`config.mk`:
```
export PLATFORM = sky130hd
export DESIGN_NAME = prm_master
export DESIGN_NICKNAME = d
export VERILOG_FILES = /design/src/rtl/prm_master.v /design/src/rtl/prm_sel.v /design/src/rtl/prm_elem.v
export VERILOG_INCLUDE_DIRS = /design/src /design/src/rtl
export SDC_FILE = /design/constraint.sdc
export NUM_CORES = 1
export LEC_CHECK = 0
export BUFFER_PORTS_ARGS = -buffer_cell sky130_fd_sc_hd__buf_2
export CORE_UTILIZATION = 55
export CTS_CLUSTER_SIZE = 24
export DETAILED_ROUTE_END_ITERATION = 6
export PLACE_DENSITY = 0.72
export REMOVE_ABC_BUFFERS = 1
export SYNTH_ARGS = -nofsm -noshare
export SYNTH_HDL_FRONTEND = slang
export SYNTH_SLANG_ARGS = --single-unit
export TNS_END_PERCENT = 30
```
`constraint.sdc`:
```
create_clock -name sys_clk_i -period 4.5 [get_ports sys_clk_i]
set_input_delay 1.125 -clock sys_clk_i [delete_from_list [all_inputs] [get_ports sys_clk_i]]
set_output_delay 1.125 -clock sys_clk_i [all_outputs]
set_load 0.05 [all_outputs]
```
`src/rtl/prm_regs.vh`:
```
`ifndef PRM_REGS_VH
`define PRM_REGS_VH

// Byte offsets
`define PRM_GLOBAL_CTRL 8'h00
`define PRM_STATUS 8'h04
`define PRM_ELEM_STATUS 8'h08
`define PRM_TRIP_STATUS 8'h0C
`define PRM_ELEM_BASE 8'h10
`define PRM_ELEM_STRIDE 8'h08
`define PRM_ELEM_DELAY_OFS 8'h04

// Global control fields
`define PRM_G_ENABLE 0
`define PRM_G_BLK_PERMIT 1
`define PRM_G_TC_HARD 2
`define PRM_G_TC_PERMIT 3
`define PRM_G_SEL_A_LSB 8
`define PRM_G_SEL_B_LSB 16
`define PRM_G_SEL_TC_LSB 24

// Element control fields
`define PRM_E_ENABLE 0
`define PRM_E_SUPERV 1
`define PRM_E_BLK_PERMIT 2
`define PRM_E_TC_HARD 3
`define PRM_E_TC_PERMIT 4
`define PRM_E_SINGLE_PH 5
`define PRM_E_REV_IL 6
`define PRM_E_SEL_BLK_LSB 8
`define PRM_E_SEL_TC_LSB 16

// Status fields
`define PRM_S_GEN_ALARM 0
`define PRM_S_GEN_TRIP 1
`define PRM_S_PH_ALARM_LSB 2
`define PRM_S_PH_TRIP_LSB 5
`define PRM_S_PROT_BLK 8
`define PRM_S_TC_BLK 9
`define PRM_S_TRIP_LSB 16

// Reset values
`define PRM_GLOBAL_RST 32'h0000_0001
`define PRM_ELEM_RST 32'h0000_0000
`define PRM_DELAY_RST 16'h0064

`endif

```
`src/rtl/prm_master.v`:
```
// Functional notes
// Master enable off suppresses every alarm, trip and trip command.
// Master block permit plus either block input blocks whole protection.
// Master hard trip-command block suppresses all trip commands.
// Master trip-command permit plus its input suppresses all commands.
// Supervision-only elements keep local states, no general or command.
// Element alarm asserts while its fault criterion is detected.
// Element trip asserts if fault persists after its delay elapses.
// General alarm is OR of non-supervision element alarms.
// General trip is OR of non-supervision element trips.
// Trip command needs trip and no element or master command block.
// Per-phase alarm and trip collectors OR non-supervision phase signals.
// Only single-phase capable elements drive phase collectors.
// Each element has its own enable; disabled means no outputs.
// Element with block permit is blocked exactly while its input is.
// Element hard trip-command block suppresses its trip command.
// Element command permit plus selected input suppresses its command.
// Block inputs are selectable from any internal or external signal; the pool holds only element alarms, element trips and ext_sig_i.
// Phase current elements also blockable by reverse interlocking.
// Fault drop restarts timer; blocking clears timer, alarm and trip.
// Trip manager treats commands as levels, opens breaker while asserted.
//
// The placing of the registers and the strobed register port are this design's own decisions.
`timescale 1ns/100ps
`include "prm_regs.vh"
module prm_master #(
  parameter N = 4,
  parameter EXT_W = 8,
  parameter SW = 5,
  parameter TW = 16
) (
  input wire sys_clk_i,
  input wire rst_n_i,
  input wire [7:0] addr_i,
  input wire [31:0] wr_data_i,
  input wire wr_i,
  input wire rd_i,
  output reg [31:0] rd_data_o,
  input wire [N-1:0] fault_i,
  input wire [3*N-1:0] fault_ph_i,
  input wire [N-1:0] rev_interlock_i,
  input wire [EXT_W-1:0] ext_sig_i,
  output wire [N-1:0] elem_alarm_o,
  output wire [N-1:0] elem_trip_o,
  output reg gen_alarm_o,
  output reg gen_trip_o,
  output reg [2:0] general_phase_alarm_o,
  output reg [2:0] general_phase_trip_o,
  output reg [N-1:0] trip_command_o,
  output reg prot_blocked_o
);
  localparam PW = EXT_W + 2 * N;
  // Index width for the element register arrays
  localparam IW = (N > 1) ? $clog2(N) : 1;

  reg [31:0] global_q;
  reg [31:0] elem_ctrl_q [0:N-1];
  reg [TW-1:0] elem_delay_q [0:N-1];
  reg tc_blocked_q;
  reg [31:0] rd_mux;

  wire [PW-1:0] pool;
  wire sel_a_hit;
  wire sel_b_hit;
  wire sel_tc_hit;
  wire prot_block;
  wire master_tc_block;
  wire [N-1:0] elem_blk_hit;
  wire [N-1:0] elem_tc_hit;
  wire [N-1:0] elem_active;
  wire [N-1:0] superv;
  wire [N-1:0] single_ph;
  wire [N-1:0] cmd_d;
  wire [3*N-1:0] alarm_ph;
  wire [3*N-1:0] trip_ph;
  wire in_elem;
  wire [7:0] elem_ofs;
  wire [7:0] elem_idx;

  // signal pool
  assign pool = {elem_trip_o, elem_alarm_o, ext_sig_i};

  prm_sel #(
    .PW(PW),
    .SW(SW)
  ) u_sel_a (
    .pool_i(pool),
    .idx_i(global_q[`PRM_G_SEL_A_LSB +: SW]),
    .hit_o(sel_a_hit)
  );

  prm_sel #(
    .PW(PW),
    .SW(SW)
  ) u_sel_b (
    .pool_i(pool),
    .idx_i(global_q[`PRM_G_SEL_B_LSB +: SW]),
    .hit_o(sel_b_hit)
  );

  prm_sel #(
    .PW(PW),
    .SW(SW)
  ) u_sel_tc (
    .pool_i(pool),
    .idx_i(global_q[`PRM_G_SEL_TC_LSB +: SW]),
    .hit_o(sel_tc_hit)
  );

  // master enable
  // master temporary block
  assign prot_block = !global_q[`PRM_G_ENABLE] ||
    (global_q[`PRM_G_BLK_PERMIT] && (sel_a_hit || sel_b_hit));

  // master hard block
  // master signal block
  assign master_tc_block = global_q[`PRM_G_TC_HARD] ||
    (global_q[`PRM_G_TC_PERMIT] && sel_tc_hit);

  genvar g;
  generate
    for (g = 0; g < N; g = g + 1)
    begin : g_elem
      wire [31:0] ctrl;

      assign ctrl = elem_ctrl_q[g];
      assign superv[g] = ctrl[`PRM_E_SUPERV];
      assign single_ph[g] = ctrl[`PRM_E_SINGLE_PH];

      prm_sel #(
        .PW(PW),
        .SW(SW)
      ) u_sel_blk (
        .pool_i(pool),
        .idx_i(ctrl[`PRM_E_SEL_BLK_LSB +: SW]),
        .hit_o(elem_blk_hit[g])
      );

      prm_sel #(
        .PW(PW),
        .SW(SW)
      ) u_sel_tc (
        .pool_i(pool),
        .idx_i(ctrl[`PRM_E_SEL_TC_LSB +: SW]),
        .hit_o(elem_tc_hit[g])
      );

      // element enable
      // element signal block
      // reverse interlock
      assign elem_active[g] = !prot_block && ctrl[`PRM_E_ENABLE] &&
        !(ctrl[`PRM_E_BLK_PERMIT] && elem_blk_hit[g]) &&
        !(ctrl[`PRM_E_REV_IL] && rev_interlock_i[g]);

      prm_elem #(
        .TW(TW)
      ) u_elem (
        .sys_clk_i(sys_clk_i),
        .rst_n_i(rst_n_i),
        .active_i(elem_active[g]),
        .fault_i(fault_i[g]),
        .fault_ph_i(fault_ph_i[3*g +: 3]),
        .delay_i(elem_delay_q[g]),
        .alarm_o(elem_alarm_o[g]),
        .trip_o(elem_trip_o[g]),
        .alarm_ph_o(alarm_ph[3*g +: 3]),
        .trip_ph_o(trip_ph[3*g +: 3])
      );

      // no command when supervising
      // command gating
      // element hard block
      // element signal block
      assign cmd_d[g] = elem_trip_o[g] && elem_active[g] && !superv[g] &&
        !ctrl[`PRM_E_TC_HARD] &&
        !(ctrl[`PRM_E_TC_PERMIT] && elem_tc_hit[g]) &&
        !master_tc_block;

      // Per-element control and delay registers
      always @(posedge sys_clk_i or negedge rst_n_i)
      begin
        if (!rst_n_i)
        begin
          elem_ctrl_q[g] <= `PRM_ELEM_RST;
          elem_delay_q[g] <= `PRM_DELAY_RST;
        end
        else if (wr_i && in_elem && elem_idx == g)
        begin
          if (elem_ofs[2])
          begin
            elem_delay_q[g] <= wr_data_i[TW-1:0];
          end
          else
          begin
            elem_ctrl_q[g] <= wr_data_i;
          end
        end
      end
    end
  endgenerate


  // Eight bytes per element window
  assign elem_ofs = addr_i - `PRM_ELEM_BASE;
  assign elem_idx = {3'h0, elem_ofs[7:3]};
  assign in_elem = (addr_i >= `PRM_ELEM_BASE) && (elem_idx < N) &&
    (addr_i[1:0] == 2'h0);

  // Collectors, registered
  reg ga_d;
  reg gt_d;
  reg [2:0] pa_d;
  reg [2:0] pt_d;
  integer i;

  always @*
  begin
    ga_d = 1'b0;
    gt_d = 1'b0;
    pa_d = 3'h0;
    pt_d = 3'h0;
    for (i = 0; i < N; i = i + 1)
    begin
      // supervision excluded
      if (!superv[i])
      begin
        // general alarm
        ga_d = ga_d | elem_alarm_o[i];
        // general trip
        gt_d = gt_d | elem_trip_o[i];
        // phase collectors
        // single-phase only
        if (single_ph[i])
        begin
          pa_d = pa_d | alarm_ph[3*i +: 3];
          pt_d = pt_d | trip_ph[3*i +: 3];
        end
      end
    end
  end

  always @(posedge sys_clk_i or negedge rst_n_i)
  begin
    if (!rst_n_i)
    begin
      gen_alarm_o <= 1'b0;
      gen_trip_o <= 1'b0;
      general_phase_alarm_o <= 3'h0;
      general_phase_trip_o <= 3'h0;
      trip_command_o <= {N{1'b0}};
      prot_blocked_o <= 1'b1;
      tc_blocked_q <= 1'b0;
    end
    // everything off
    else if (prot_block)
    begin
      gen_alarm_o <= 1'b0;
      gen_trip_o <= 1'b0;
      general_phase_alarm_o <= 3'h0;
      general_phase_trip_o <= 3'h0;
      trip_command_o <= {N{1'b0}};
      prot_blocked_o <= 1'b1;
      tc_blocked_q <= master_tc_block;
    end
    else
    begin
      gen_alarm_o <= ga_d;
      gen_trip_o <= gt_d;
      general_phase_alarm_o <= pa_d;
      general_phase_trip_o <= pt_d;
      trip_command_o <= cmd_d;
      prot_blocked_o <= 1'b0;
      tc_blocked_q <= master_tc_block;
    end
  end

  // Global control register
  always @(posedge sys_clk_i or negedge rst_n_i)
  begin
    if (!rst_n_i)
    begin
      global_q <= `PRM_GLOBAL_RST;
    end
    else if (wr_i && addr_i == `PRM_GLOBAL_CTRL)
    begin
      global_q <= wr_data_i;
    end
  end

  // Read mux
  always @*
  begin
    rd_mux = 32'h0000_0000;
    if (addr_i == `PRM_GLOBAL_CTRL)
    begin
      rd_mux = global_q;
    end
    else if (addr_i == `PRM_STATUS)
    begin
      rd_mux[`PRM_S_GEN_ALARM] = gen_alarm_o;
      rd_mux[`PRM_S_GEN_TRIP] = gen_trip_o;
      rd_mux[`PRM_S_PH_ALARM_LSB +: 3] = general_phase_alarm_o;
      rd_mux[`PRM_S_PH_TRIP_LSB +: 3] = general_phase_trip_o;
      rd_mux[`PRM_S_PROT_BLK] = prot_blocked_o;
      rd_mux[`PRM_S_TC_BLK] = tc_blocked_q;
    end
    else if (addr_i == `PRM_ELEM_STATUS)
    begin
      rd_mux[N-1:0] = elem_alarm_o;
      rd_mux[`PRM_S_TRIP_LSB +: N] = elem_trip_o;
    end
    else if (addr_i == `PRM_TRIP_STATUS)
    begin
      rd_mux[N-1:0] = trip_command_o;
    end
    else if (in_elem)
    begin
      if (elem_ofs[2])
      begin
        rd_mux[TW-1:0] = elem_delay_q[elem_idx[IW-1:0]];
      end
      else
      begin
        rd_mux = elem_ctrl_q[elem_idx[IW-1:0]];
      end
    end
  end

  // Read data valid only in the cycle after the strobe
  always @(posedge sys_clk_i or negedge rst_n_i)
  begin
    if (!rst_n_i)
    begin
      rd_data_o <= 32'h0000_0000;
    end
    else if (rd_i)
    begin
      rd_data_o <= rd_mux;
    end
    else
    begin
      rd_data_o <= 32'h0000_0000;
    end
  end
endmodule // prm_master

```
`src/rtl/prm_sel.v`:
```
`timescale 1ns/100ps
// Picks one signal from the pool; index 0 means nothing assigned
module prm_sel #(
  parameter PW = 16,
  parameter SW = 5
) (
  input wire [PW-1:0] pool_i,
  input wire [SW-1:0] idx_i,
  output reg hit_o
);
  integer k;

  always @*
  begin
    hit_o = 1'b0;
    for (k = 0; k < PW; k = k + 1)
    begin
      if (idx_i == k[SW-1:0] + 1'b1)
      begin
        hit_o = pool_i[k];
      end
    end
  end
endmodule // prm_sel

```
`src/rtl/prm_elem.v`:
```
`timescale 1ns/100ps
module prm_elem #(
  parameter TW = 16
) (
  input wire sys_clk_i,
  input wire rst_n_i,
  input wire active_i,
  input wire fault_i,
  input wire [2:0] fault_ph_i,
  input wire [TW-1:0] delay_i,
  output reg alarm_o,
  output reg trip_o,
  output reg [2:0] alarm_ph_o,
  output reg [2:0] trip_ph_o
);
  reg [TW-1:0] timer_q;
  wire elapsed;

  assign elapsed = (timer_q >= delay_i);

  always @(posedge sys_clk_i or negedge rst_n_i)
  begin
    if (!rst_n_i)
    begin
      timer_q <= {TW{1'b0}};
      alarm_o <= 1'b0;
      trip_o <= 1'b0;
      alarm_ph_o <= 3'h0;
      trip_ph_o <= 3'h0;
    end
    // clear on block
    else if (!active_i || !fault_i)
    begin
      timer_q <= {TW{1'b0}};
      alarm_o <= 1'b0;
      trip_o <= 1'b0;
      alarm_ph_o <= 3'h0;
      trip_ph_o <= 3'h0;
    end
    else
    begin
      // alarm on fault
      alarm_o <= 1'b1;
      alarm_ph_o <= fault_ph_i;
      // trip after delay
      if (elapsed)
      begin
        trip_o <= 1'b1;
        trip_ph_o <= fault_ph_i;
      end
      else
      begin
        timer_q <= timer_q + 1'b1;
      end
    end
  end
endmodule // prm_elem

```
After elaboration in Yosys (flattened, before gate mapping)
Cells that the tools add are included.
{ "classes": {"n_lt_le_gt_ge": 7, "eq_ne": 186, "bitwise": 14, "n_reduce_logical": 107, "n_addsub": 5, "muxes": 257} }
{ "op_table": {"columns": ["op", "count"], "rows": [
  ["$eq 5x4->1 const B", 88],
  ["$eq 5x3->1 const B", 44],
  ["$mux 1", 199],
  ["$mux 16", 12],
  ["$mux 32", 5],
  ["$eq 5x2->1 const B", 24],
  ["$mux 3", 30],
  ["$add 16x1->16 const B", 4],
  ["$bmux 32 s2", 1],
  ["$ge 16x16->1", 4],
  ["$eq 5x1->1 const B", 12],
  ["$eq 5x5->1 const B", 11],
  ["$logic_and 1x1->1", 54],
  ["$bmux 16 s2", 1],
  ["$logic_not 1->1", 31],
  ["$mux 28", 1],
  ["$mux 12", 2],
  ["$mux 22", 1],
  ["$or 3x3->3", 6],
  ["$eq 8x4->1 const B", 2],
  ["$logic_not 8->1", 2],
  ["$mux 4", 4],
  ["$reduce_and 2->1", 8],
  ["$mux 10", 1],
  ["12 further kinds", 29]
]} }
{ "totals": {"register_bits": 366, "wordCells": 613} }

Depth between registers and ports, before layout
Gate-level depths: netlist of the first run.
{ "logic_depth": {"depth_word": 30, "mapped_depth": 13} }

Hierarchy
Synthesis of the first run repeated with hierarchy kept, for this count alone.
{ "hier_totals": {"hier_cells": 1856, "hier_area_um2": 20816.2} }
{ "modules_own_cells": {"columns": ["module", "n_inst", "area_per_inst_um2", "cells_per_inst"], "rows": [
  ["prm_master", 1, 12169.2, 806],
  ["prm_elem", 4, 1525.2, 169],
  ["prm_sel", 11, 231.5, 34]
]} }

Worst setup path after synthesis of the first run
Ideal clock, no wire load.
{ "synth_path": {"path_kind": "input -> register", "startpoint": "in addr_i[4]", "endpoint": "reg elem_ctrl_q (netlist bit g_elem[2].ctrl[13])", "t_arrival_ps": 3445, "path_slack_ps": 930, "stages": 10, "path_cell_list": "buf_6 > buf_2 > inv_1 > ha_1 > o41ai_1 > and3_1 > nand2_2 > nor4b_2 > buf_2 > mux2_2"} }
{ "synth_via": {"elab_chain_cells": 7, "elab_cells_between_ends": 9} }
{ "synth_lines": {"columns": ["element", "line", "rtl"], "rows": [
  ["start, declared", "prm_master.v:34", "input wire [7:0] addr_i,"],
  ["$sub 8x5->8 (no line)", null, null],
  ["$lt 5x3->1", "prm_master.v:206", "assign in_elem = (addr_i >= `PRM_ELEM_BASE) && (elem_idx < N) &&"],
  ["$logic_and 1x1->1 (2 in series)", "prm_master.v:206", null],
  ["$logic_and 1x1->1", "prm_master.v:187", "else if (wr_i && in_elem && elem_idx == g)"],
  ["$logic_and 1x1->1 *", "prm_master.v:187", null],
  ["$reduce_and 2->1 (no line) *", null, null],
  ["end signal, assigned by index", "prm_master.v:184", "elem_ctrl_q[g] <= `PRM_ELEM_RST;"],
  ["end signal, assigned by index", "prm_master.v:195", "elem_ctrl_q[g] <= wr_data_i;"],
  ["end, declared", "prm_master.v:57", "reg [31:0] elem_ctrl_q [0:N-1];"]
]} }
Every way passes the cells marked *; elsewhere a longest branch is shown, timed or not.
A chain may end at the register's enable or synchronous reset.

Final worst setup path of the first run
{ "layout_path": {"startpoint": "in addr_i[4]", "endpoint": "reg elem_delay_q[20] (netlist name)"} }
{ "layout_via": {"elab_chain_cells": 7, "elab_cells_between_ends": 9} }
{ "layout_lines": {"columns": ["element", "line", "rtl"], "rows": [
  ["$sub 8x5->8 (no line)", null, null],
  ["$lt 5x3->1", "prm_master.v:206", null],
  ["$logic_and 1x1->1 (2 in series)", "prm_master.v:206", null],
  ["$logic_and 1x1->1", "prm_master.v:187", null],
  ["$logic_and 1x1->1 *", "prm_master.v:187", null],
  ["$reduce_and 2->1 (no line) *", null, null],
  ["end signal, assigned by index", "prm_master.v:185", "elem_delay_q[g] <= `PRM_DELAY_RST;"],
  ["end signal, assigned by index", "prm_master.v:191", "elem_delay_q[g] <= wr_data_i[TW-1:0];"],
  ["end, declared", "prm_master.v:58", "reg [TW-1:0] elem_delay_q [0:N-1];"]
]} }
Marked as above.

==> results of run 1 <==
==> worst max-delay path: cells and delay by family <==
kind	cells	cell delay, ns
compound gates	2	0.34
buf+inv	4	1.06
simple gates	5	1.20
==> kinds of logic (layout without fill, tap and decap cells) <==
group                      Yosys count  after routing  share of synthesized area (%)
muxes                              296            296                          19.45
DFF                                366            366                          45.18
and+or+nand+nor                    510            510                          12.59
buffers and inverters              253            350                          5.267
other                                0              1                              0
adders and majority gates           70             70                          4.312
AOI/OAI and AO/OA                  327            327                          10.96
xor gates and xnor gates            52             52                          2.242
==> placed cells by master, fill, tap and decap left out, types with 10 or more instances in the layout <==
master | synthesis | layout
nand2_1 | 119 | 119
ha_1 | 70 | 70
clkbuf_16 | 0 | 40
nor2b_1 | 32 | 32
nor2_1 | 147 | 147
nor3_1 | 35 | 35
nor4_1 | 13 | 13
dfstp_2 | 14 | 14
a21o_1 | 12 | 12
nand4_1 | 28 | 28
o21ai_0 | 81 | 81
or3_1 | 12 | 12
xnor2_1 | 31 | 31
a21oi_1 | 58 | 58
nand2b_1 | 19 | 19
a211oi_1 | 10 | 10
clkbuf_1 | 72 | 13
o211ai_1 | 18 | 18
and3_1 | 14 | 14
buf_2 | 33 | 121
mux4_2 | 59 | 59
dfrtp_1 | 352 | 352
mux2_2 | 194 | 194
xor2_1 | 21 | 21
mux2i_1 | 38 | 38
a31oi_1 | 19 | 19
a22oi_1 | 35 | 35
nand3_1 | 34 | 34
inv_1 | 123 | 123
buf_4 | 11 | 26
==> power by group <==
group,total (mW),switching [mW],internal [mW]
registers,3.60,0.171,3.43
logic,0.908,0.531,0.377
clock network,3.40,1.38,2.02
total,7.90,2.08,5.82
==> cells in the mapped netlist (all sizes together) (13+ instances only) <==
cell type | instances | area, sq um
nor3 | 37 | 201.5
a22oi | 35 | 262.8
xor2 | 21 | 183.9
mux2i | 38 | 380.4
buf | 58 | 337.8
xnor2 | 31 | 271.5
clkbuf | 72 | 270.3
mux2 | 199 | 2241
dfstp | 14 | 367.9
nand2b | 19 | 118.9
and3 | 14 | 87.58
mux4 | 59 | 1329
inv | 123 | 461.7
a31oi | 19 | 118.9
nand2 | 121 | 459.2
nor2b | 32 | 200.2
ha | 70 | 875.8
nor4 | 13 | 81.33
o211ai | 19 | 147.6
dfrtp | 352 | 8808
nand3 | 34 | 170.2
nand4 | 29 | 187.7
o21ai | 84 | 420.4
nor2 | 149 | 564.3
a21oi | 58 | 290.3
==> routing by layer <==
metal,track usage [%],up-vias,share of wire [%]
li1,-,6872,-
met1,42.56,7816,41
met2,49.53,688,47
met3,5.062,169,7.7
met4,14.37,0,4.4
met5,0,-,0
==> per-stage QoR <==
step	TNS, ns	hold slack, ns	instances	cell area [sq um]
finish	0	0.5041	2440	22590
global route	0	0.5172	2440	22590
CTS	0	0.5035	2439	22590
detailed placement	0	0.4872	2365	21230
global placement	0	0.4792	2365	21230
floorplan	-8.587	0.4533	1744	19700
==> state kept, by name (all words and copies together) (netlist names), 4 cells and up <==
signal	count
g_elem.u_elem.timer_q	64
g_elem.u_elem.alarm_ph_o	12
global_q	32
g_elem.ctrl	128
g_elem.u_elem.trip_o	4
g_elem.u_elem.trip_ph_o	12
trip_command_o	4
elem_delay_q	64
rd_data_o	32
g_elem.u_elem.alarm_o	4
==> area by class of cell <==
type	count	area, sq um	area share [%]
inverter	123	461.7	2.044
tap	468	585.6	2.592
antenna	1	2.502	0.01108
multi-input combinational	1255	10090	44.68
clock inverter	17	247.7	1.097
timing repair buffer	153	915.9	4.055
clock buffer	57	1105	4.891
sequential	366	9176	40.62
==> final timing paths <==
| path | startpoint | endpoint | slack (ns) |
|---|---|---|---|
| setup / recovery | addr_i[4] | elem_delay_q[20] | 1.22 |
| hold / removal | g_elem[0].ctrl[29] | g_elem[0].ctrl[29] | 0.50 |
| setup reg to reg | elem_delay_q[37] | g_elem[1].u_elem.timer_q[4] | 1.42 |
| hold reg to reg | g_elem[0].ctrl[29] | g_elem[0].ctrl[29] | 0.50 |
| max in group asynchronous | rst_n_i | rd_data_o[22] | 2.90 |
| min in group asynchronous | rst_n_i | g_elem[1].ctrl[18] | 0.51 |
==> summary.md, run 1 <==
| Metric | Value |
|---|---|
| Status | complete, no violations |
| Hold path cells | 1 |
| Post-CTS Setup Repair Bufs | 0 |
| Fin. max-slew vios | 0 |
| Asr flop ratio synth | 100.0% |
| Port buffer count | 124 |
| H-tree depth | 2 |
| Layout Area Growth over Synthesis | 11.20% |
| Leakage | 10.33 nW |
| Post-synthesis sequential area ratio | 45.18% |
| Layout cells sized above 1 | 25.67% |
| FP Rows | 70 |
| Final Critical Period | 3.285 ns |
| Maximum vdd drop | 0.2430 mV |
| Final Cycle Share | 73.00% |
| Starting Density | 55.75% |
| Final worst slack | 1.215 ns |
| CP max-delay cell | nor4b_4 |
| Tightest Pin Transition | 1.209 ns |
| Max incr delay on CP | 0.67 ns |
| Post-synth top flop | dfrtp_1 |
| Drt initial violations | 1354 |
| Number of synthesized flops with an enable pin | 0 |
| Post_cts resized | 0 |
| Crit Path Category | in2reg |
| PwrDens | 349.9 mW/mm^2 |
| 1st-pass router iterations | 5 |
| Routed wire length | 57.54 mm |
| Cells along the critical path | buf_4 -> buf_4 -> nor3_1 -> o41ai_1 -> and3_1 -> buf_4 -> nand2_2 -> nor4b_4 -> buf_4 -> nand2_1 -> o21ai_0 |
| Placer congestion estimate | 0.9326 |
| Antenna Nets Post-Route | 0 |
| Data required, critical path | 4.97 ns |
| Post-Syn Area | 0.02031 sq mm |
| Overall Power | 7.904 mW |
| Vias/cell | 6.371 |
| Die height | 194.2 um |
| Global-route wire length before repair | 90.76 mm |
| GR Overflow Total | 0 |
| Fin. Hold Viols | 0 |
| Vias post-DR | 15545 |
| Hpwl dp | 40.69 mm |
| Gr usage total | 31.31% |
| Place WS | 0.6697 ns |
| Core ar. | 0.03643 sq mm |
| CP arrival | 3.76 ns |
| Fin nets | 2081 |
| Longest Clk Path Bufs | 3 |
| Final setup violation count | 0 |
| Clk Latency, worst-skew pair | 0.57 ns |
| Final-layout fill cell count | 2935 |
| Cts hold-fix bufs | 0 |
| RSZ-0062 raised after global routing | false |
| DIE AREA | 0.03770 sq mm |
| Critical path launch point type | input port |
| CTS buffer count | 40 |
| Initial antenna violation count | 3 |
| Clock Skews | 0.01792 ns |
| Syn avg cell area | 10.84 sq um |
| Ys Warns | 0 |
| Clock sinks | 366 |
| WL/cell | 23.58 um |
| Fin util | 62.00% |
| Drc violations | 0 |
| Post-synthesis cell type count | 87 |
| Worst Hold Class | reg2reg |
| Root buf cell | clkbuf_16 |
| Largest net degree at the start of global routing | 124 |
| Cell count after synthesis | 1874 |
| FMAX | 304.4 MHz |
| Critical Path End Type | register |
| Vias in the first global route | 15566 |
| Crit-path most repeated cell | buf_4 |
| Crit-path max FO | 29 |
| Max-cap violations | 0 |
| Die W | 194.2 um |
| R2R depth | 9 |
| TritonCTS clock tree | yes |
| Clock Pin Slew Worst Setup and Hold Paths | 0.06 ns |
| Yosys reg bits | 366 |
| Rel. slew slack | 18.85% |
| Num ports | 125 |
No activity file was read; power rests on OpenSTA's default activity.
==> run 2, diff against run 1 <==
Settings changed: ABC_AREA from default to 1.
Clock period 4.5 ns to 3.2 ns, I/O delays scaled along.
==> run 2 against run 1 <==
The run now ends with design-rule violations left. Core utilization up 1.5 points. Global-route usage grew 5.7 points. First-iteration DRC count grew 59%. Worst setup slack got worse by 0.87 ns. Cell count increased by 32%. Via count up 24%. Design area up 1.0%. Sequential share of layout area down 0.40 points. Clock skew is 0.0070 ns higher. Non-clock buffer count grew 36.
==> summary.md, run 2 <==
| Metric | Value |
|---|---|
| Status | complete, but fails checks |
| Failing checks | design-rule violations |
| Synth top cells by count | 661 x nand2_1, 352 x dfrtp_1, 298 x inv_1, 262 x o21ai_0, 198 x nor2_1 |
| Post-synth top flop | dfrtp_1 |
| Most common cell in the netlist | nand2_1 |
| R2r setup slk | 0.34 ns (-1.08 ns) |
| Clk Latency, worst-skew pair | 0.58 ns (about the same) |
| Post-synthesis sequential area ratio | 45.36% (+0.18 points) |
| Initial antenna violation count | 1 (-2) |
| Max FFs per register | 128 (unchanged) |
| Port buffer count | 124 (unchanged) |
| Worst Hold Class | in2async |
| FMAX | 349.7 MHz |
| 1st-pass router iterations | 7 (+2) |
| Leakage | 10.78 nW (+4.3%) |
| Post_cts resized | 0 (unchanged) |
| Area share of the largest cell type after synthesis | 43.54% (+0.18 points) |
| Yosys reg bits | 366 (unchanged) |
| Cell count after synthesis | 2616 (+40%) |
| Layout Area Growth over Synthesis | 12.78% |
| Critical path launch point type | register |
| Final setup violation count | 0 (unchanged) |
| Number of synthesized flops with an enable pin | 0 (unchanged) |
| R2R depth | 15 (+6) |
| PwrDens | 477.7 mW/mm^2 (+37%) |
| Most area-hungry cell type in the Yosys netlist | dfrtp_1 |
| Largest net degree at the start of global routing | 90 (-27%) |
| Ys Warns | 0 (unchanged) |
| Placer congestion estimate | 1.034 (+11%) |
| Num ports | 125 (unchanged) |
| Die height | 193.8 um (-0.20%) |
| Tightest Pin Transition | 1.025 ns (-0.1845 ns) |
| Core ar. | 0.03591 sq mm (-1.4%) |
| Die W | 193.8 um (-0.20%) |
| Asr flop ratio synth | 100.0% (unchanged) |
| Commonest non-fill, non-tap cells in the layout | 661 x nand2_1, 352 x dfrtp_1, 296 x inv_1, 262 x o21ai_0, 194 x nor2_1 |
| Fin. max-slew vios | 0 (unchanged) |
| FP Rows | 69 (-1.4%) |
| Reg-to-Reg End | g_elem[2].u_elem.timer_q[14] |
| DIE AREA | 0.03755 sq mm (-0.40%) |
| Synth top area cells | dfrtp_1 44%, nand2_1 12%, o21ai_0 6.5% |
| Crit Path Category | reg2reg |
| H-tree depth | 2 (unchanged) |
| Fin nets | 2879 (+38%) |
| Starting Density | 56.33% (+0.58 points) |
| Crit-path max FO | 5 (-83%) |
| Post-synthesis cell type count | 62 (-29%) |
| RSZ-0062 raised after global routing | false |
| Root buf cell | clkbuf_16 |
| Met1 Resource Use GR | 49.23% (+6.7 points) |
| Clock Skews | 0.02487 ns (+0.006953 ns) |
| WL/cell | 21.29 um (-9.7%) |
| Cts hold-fix bufs | 0 (unchanged) |
| Longest Clk Path Bufs | 3 (unchanged) |
| CP arrival | 3.33 ns (-0.43 ns) |
| Gr usage total | 37.05% (+5.7 points) |
| Fin area | 0.02281 sq mm (+1.0%) |
| Vias in the first global route | 18467 (+19%) |
| Data required, critical path | 3.67 ns (-1.30 ns) |
| Post-DP Area | 0.02154 sq mm (+1.5%) |
| Layout cells sized above 1 | 11.97% (-14 points) |
| Overall Power | 10.90 mW (+38%) |
| Critical Path End Type | register |
| CTS buffer count | 40 (unchanged) |
| Hpwl dp | 49.92 mm (+23%) |
| Antenna Nets Post-Route | 0 (unchanged) |
| Max-cap violations | 0 (unchanged) |
| Fin. Hold Viols | 0 (unchanged) |
| Maximum vdd drop | 0.5291 mV (+120%) |
| GR Layer Usage met3 | 8.401% (+3.3 points) |
| Post-Syn Area | 0.02023 sq mm (-0.41%) |
| Vias/cell | 5.979 (-6.2%) |
| GR Overflow Total | 0 (unchanged) |
| Clock sinks | 366 (unchanged) |
| Met2 global-route usage | 57.52% (+8.0 points) |
| Final Critical Period | 2.859 ns |
| Syn avg cell area | 7.733 sq um (-29%) |
| Most common cell after layout, fill and taps aside | nand2_1 |
| Clock Pin Slew Worst Setup and Hold Paths | 0.06 ns (about the same) |
| Final Cycle Share | 89.35% |
| Worst R2R Start | g_elem[2].u_elem.timer_q[9] |
| Final-layout fill cell count | 3177 (+8.2%) |
| Drt initial violations | 2155 (+59%) |
| TritonCTS clock tree | yes |
| Post-CTS Setup Repair Bufs | 0 (unchanged) |
| Vias post-DR | 19299 (+24%) |
| Routed wire length | 68.73 mm (+19%) |
| Drc violations | 2 (+2) |
| Global-route wire length before repair | 106.1 mm (+17%) |
| Rel. slew slack | 31.61% (+13 points) |
| GRT Max-Usage Layer | met2 |
-- run 2: routing by layer --
| metal | vias up | share of wire (%) |
|---|---|---|
| met1 | 9211 | 40 |
| met2 | 929 | 44 |
| met4 | 0 | 5.1 |
| li1 | 8965 | - |
| met5 | - | 0 |
| met3 | 194 | 10 |
-- run 2: per-stage QoR --
step / utilization, % / hold slack [ns] / setup slack, ns / TNS (ns) / cells
2_1_floorplan: - / 0.4422 / -0.4707 / -45.23 / 2506
3_3_place_gp: 59.98 / 0.4568 / 0.1335 / 0 / 3156
3_5_place_dp: 59.98 / 0.4645 / 0.05113 / 0 / 3156
4_1_cts: 63.52 / 0.1778 / 0.3246 / 0 / 3227
5_1_grt: 63.52 / 0.1928 / 0.01379 / 0 / 3228
6_report: 63.52 / 0.1636 / 0.3407 / 0 / 3228
-- run 2: cells by family after synthesis --
family,share of synthesized area (%)
simple gates,24.75
buf+inv,8.381
compound gates,16.70
flops,45.36
xor+xnor,0.4762
fa+ha+maj,4.330
-- run 2: where the power goes --
group | internal, mW | switching (mW) | leakage, nW
sequential | 4.81 | 0.180 | 5.03
combinational | 0.399 | 0.980 | 5.13
clock | 2.57 | 1.96 | 0.621
-- run 2: worst max-delay path by stage --
stage	cells past startpoint	to	startpoint	slack (ns)
after floorplan	4	g_elem[0].ctrl[0]	addr_i[4]	-0.47
after global placement	16	g_elem[0].u_elem.timer_q[7]	ext_sig_i[3]	0.13
after detailed placement	16	g_elem[0].u_elem.timer_q[5]	ext_sig_i[3]	0.05
after CTS	15	g_elem[2].u_elem.timer_q[14]	g_elem[2].u_elem.timer_q[9]	0.32
after global routing	17	g_elem[1].u_elem.timer_q[15]	elem_delay_q[43]	0.01
final	15	g_elem[2].u_elem.timer_q[14]	g_elem[2].u_elem.timer_q[9]	0.34
-- run 2: final cells by class --
cell class                      instances  area (sq um)  area share, %
Clock buffer                           56          1131          4.958
Timing Repair Buffer                  189          1219          5.342
Antenna cell                            1         2.502        0.01097
Sequential cell                       366          9176          40.22
Inverter                              318          1194          5.232
Clock inverter                         15         137.6         0.6033
Tap cell                              461         576.8          2.528
Multi-Input combinational cell       1822          9378          41.10
-- run 2: worst max-delay path: stages (launching register included) --
cell      delay, ns
dfrtp_1        0.44
ha_1           0.33
nand2_1        0.07
inv_1          0.03
o21bai_1       0.11
nand2_1        0.06
a21oi_1        0.31
nand4_1        0.17
nor2_1         0.21
nand4_1        0.13
nor2_1         0.28
nand4_1        0.22
nor2_2         0.20
nand3_1        0.09
nand2_1        0.07
nor2_1         0.04
==> run 3, diff against run 2 <==
Settings changed: REMOVE_ABC_BUFFERS 1 to default.
==> run 3 against run 2 <==
First-iteration DRC count fell by 4.3%. Core utilization rose by 0.27 points. Routed wire length decreased by 1.3%. The run now ends clean. Global-route usage down 0.26 points. Largest cell class unchanged. Maximum frequency fell by 0.25%. Clock skew grew 0.018 ns. Clock-buffer cell count did not move. Critical path depth shrank 1. Combinational power hardly changed. Critical path type unchanged. Largest power group unchanged. Highest routed layer unchanged.
==> summary.md, run 3 (synthesis results as in run 2) <==
| Metric | Value |
|---|---|
| Status | complete, no violations |
| Clock Pin Slew Worst Setup and Hold Paths | 0.07 ns (about the same) |
| Critical path launch point type | register |
| Vias in the first global route | 18280 (-1.0%) |
| Placer congestion estimate | 1.038 (+0.38%) |
| FP Rows | 69 (unchanged) |
| Gr usage total | 36.79% (-0.26 points) |
| Starting Density | 56.33% (unchanged) |
| R2r setup slk | 0.33 ns (about the same) |
| Num ports | 125 (unchanged) |
| Longest Clk Path Bufs | 3 (unchanged) |
| Rel. slew slack | 29.74% (-1.9 points) |
| Leakage | 10.83 nW (+0.50%) |
| Max-cap violations | 0 (unchanged) |
| Critical Path End Type | register |
| Fin nets | 2881 (+0.069%) |
| Vias/cell | 5.961 (-0.29%) |
| Reg-to-Reg End | g_elem[0].u_elem.timer_q[11] |
| Worst Hold Class | in2async |
| H-tree depth | 2 (unchanged) |
| Drt initial violations | 2062 (-4.3%) |
| Initial antenna violation count | 0 (-1) |
| Largest net degree at the start of global routing | 98 (+8.9%) |
| Most common cell after layout, fill and taps aside | nand2_1 |
| Drc violations | 0 (-2) |
| Antenna Nets Post-Route | 0 (unchanged) |
| Global-route wire length before repair | 106.4 mm (+0.29%) |
| Final Cycle Share | 89.57% (+0.22 points) |
| FMAX | 348.9 MHz (-0.25%) |
| Syn_nets | 2758 |
| Core ar. | 0.03591 sq mm (unchanged) |
| Vias post-DR | 19266 (-0.17%) |
| Die W | 193.8 um (unchanged) |
| Final setup violation count | 0 (unchanged) |
| Fin. max-slew vios | 0 (unchanged) |
| Layout Area Growth over Synthesis | 13.25% |
| Die height | 193.8 um (unchanged) |
| Worst R2R Start | elem_delay_q[63] |
| Hpwl dp | 48.94 mm (-2.0%) |
| Crit Path Category | reg2reg |
| Maximum vdd drop | 0.5071 mV (-4.2%) |
| TritonCTS clock tree | yes |
| RSZ-0062 raised after global routing | false |
| Hold WS | 0.07935 ns (-0.08423 ns) |
| Post_cts resized | 0 (unchanged) |
| R2R depth | 14 (-1) |
| Fin. Hold Viols | 0 (unchanged) |
| 1st-pass router iterations | 6 (-1) |
| Final-layout fill cell count | 3199 (+0.69%) |
| Max FFs per register | 128 (unchanged) |
| Final TNS setup | 0 ns (unchanged) |
| DIE AREA | 0.03755 sq mm (unchanged) |
| Routed wire length | 67.85 mm (-1.3%) |
| Port buffer count | 124 (unchanged) |
| PwrDens | 488.7 mW/mm^2 (+2.3%) |
| Clock Skews | 0.04282 ns (+0.01795 ns) |
| Clock sinks | 366 (unchanged) |
| CP arrival | 3.31 ns (-0.02 ns) |
| Commonest non-fill, non-tap cells in the layout | 661 x nand2_1, 352 x dfrtp_1, 298 x inv_1, 262 x o21ai_0, 194 x nor2_1 |
| Root buf cell | clkbuf_16 |
| GR Overflow Total | 0 (unchanged) |
| Clk Latency, worst-skew pair | 0.59 ns (about the same) |
| ANT cells | 0 (-1) |
| WL/cell | 20.99 um (-1.4%) |
| Post-DP Area | 0.02153 sq mm (about the same) |
| CTS buffer count | 40 (unchanged) |
| Post-CTS Setup Repair Bufs | 0 (unchanged) |
| Cts hold-fix bufs | 0 (unchanged) |
| Layout cells sized above 1 | 12.16% (+0.19 points) |
| Tightest Pin Transition | 1.053 ns (+0.02810 ns) |
| Data required, critical path | 3.65 ns (-0.02 ns) |
| Fin area | 0.02291 sq mm (+0.42%) |
| Final Critical Period | 2.866 ns (+0.007051 ns) |
| Crit-path max FO | 10 (+5) |
## run 3: layout make-up
type | instances | area (sq um) | share of cell area (%)
clock buffers | 56 | 1184 | 5.166
well taps | 461 | 576.8 | 2.518
repair buffers | 191 | 1209 | 5.276
clock inverters | 18 | 193.9 | 0.8465
flip-flops and latches | 366 | 9176 | 40.05
inverters | 318 | 1194 | 5.210
multi-input cells | 1822 | 9378 | 40.93
## run 3: critical path, stage by stage (launching register included)
cell     delay, ns
dfrtp_1       0.44
inv_1         0.07
ha_1          0.33
a21oi_1       0.15
o21ai_0       0.12
a21oi_1       0.23
nand3_2       0.26
nor2_2        0.22
nand2_1       0.09
nor2_1        0.17
nand3_1       0.18
nor2_2        0.20
nand2_1       0.09
xor2_1        0.14
nor2_1        0.05
## run 3: how the worst max path moves through the flow
stage	slack, ns	startpoint	to	cells past startpoint
after floorplan	0.64	addr_i[4]	global_q[12]	15
after global placement	0.08	ext_sig_i[0]	trip_command_o[2]	19
after detailed placement	0.08	addr_i[4]	rd_data_o[8]	10
after CTS	0.37	elem_delay_q[63]	g_elem[0].u_elem.timer_q[11]	14
after global routing	0.02	elem_delay_q[63]	g_elem[0].u_elem.timer_q[11]	14
final	0.33	elem_delay_q[63]	g_elem[0].u_elem.timer_q[11]	14
## run 3: stage by stage
stage,instances,setup slack [ns],util [%],total power [mW]
6_report,3232,0.3336,63.79,11.20
5_1_grt,3232,0.02304,63.79,11.59
4_1_cts,3232,0.3750,63.79,11.21
3_5_place_dp,3158,0.07658,59.96,6.395
3_3_place_gp,3158,0.08412,59.96,6.360
2_1_floorplan,2616,0.6400,-,5.807
## run 3: power by group
group / internal (mW) / leakage, nW / total (mW) / switching, mW
clock: 2.84 / 0.684 / 4.84 / 1.99
sequential: 4.81 / 5.03 / 5.00 / 0.196
combinational: 0.390 / 5.12 / 1.35 / 0.965
## run 3: per-layer routing
layer,GRT usage (%),vias up,wire (um)
li1,-,8982,-
met1,52.53,9108,28870
met2,55.06,1034,29460
met3,8.297,142,7350
met4,12.92,0,2165
met5,0,-,0
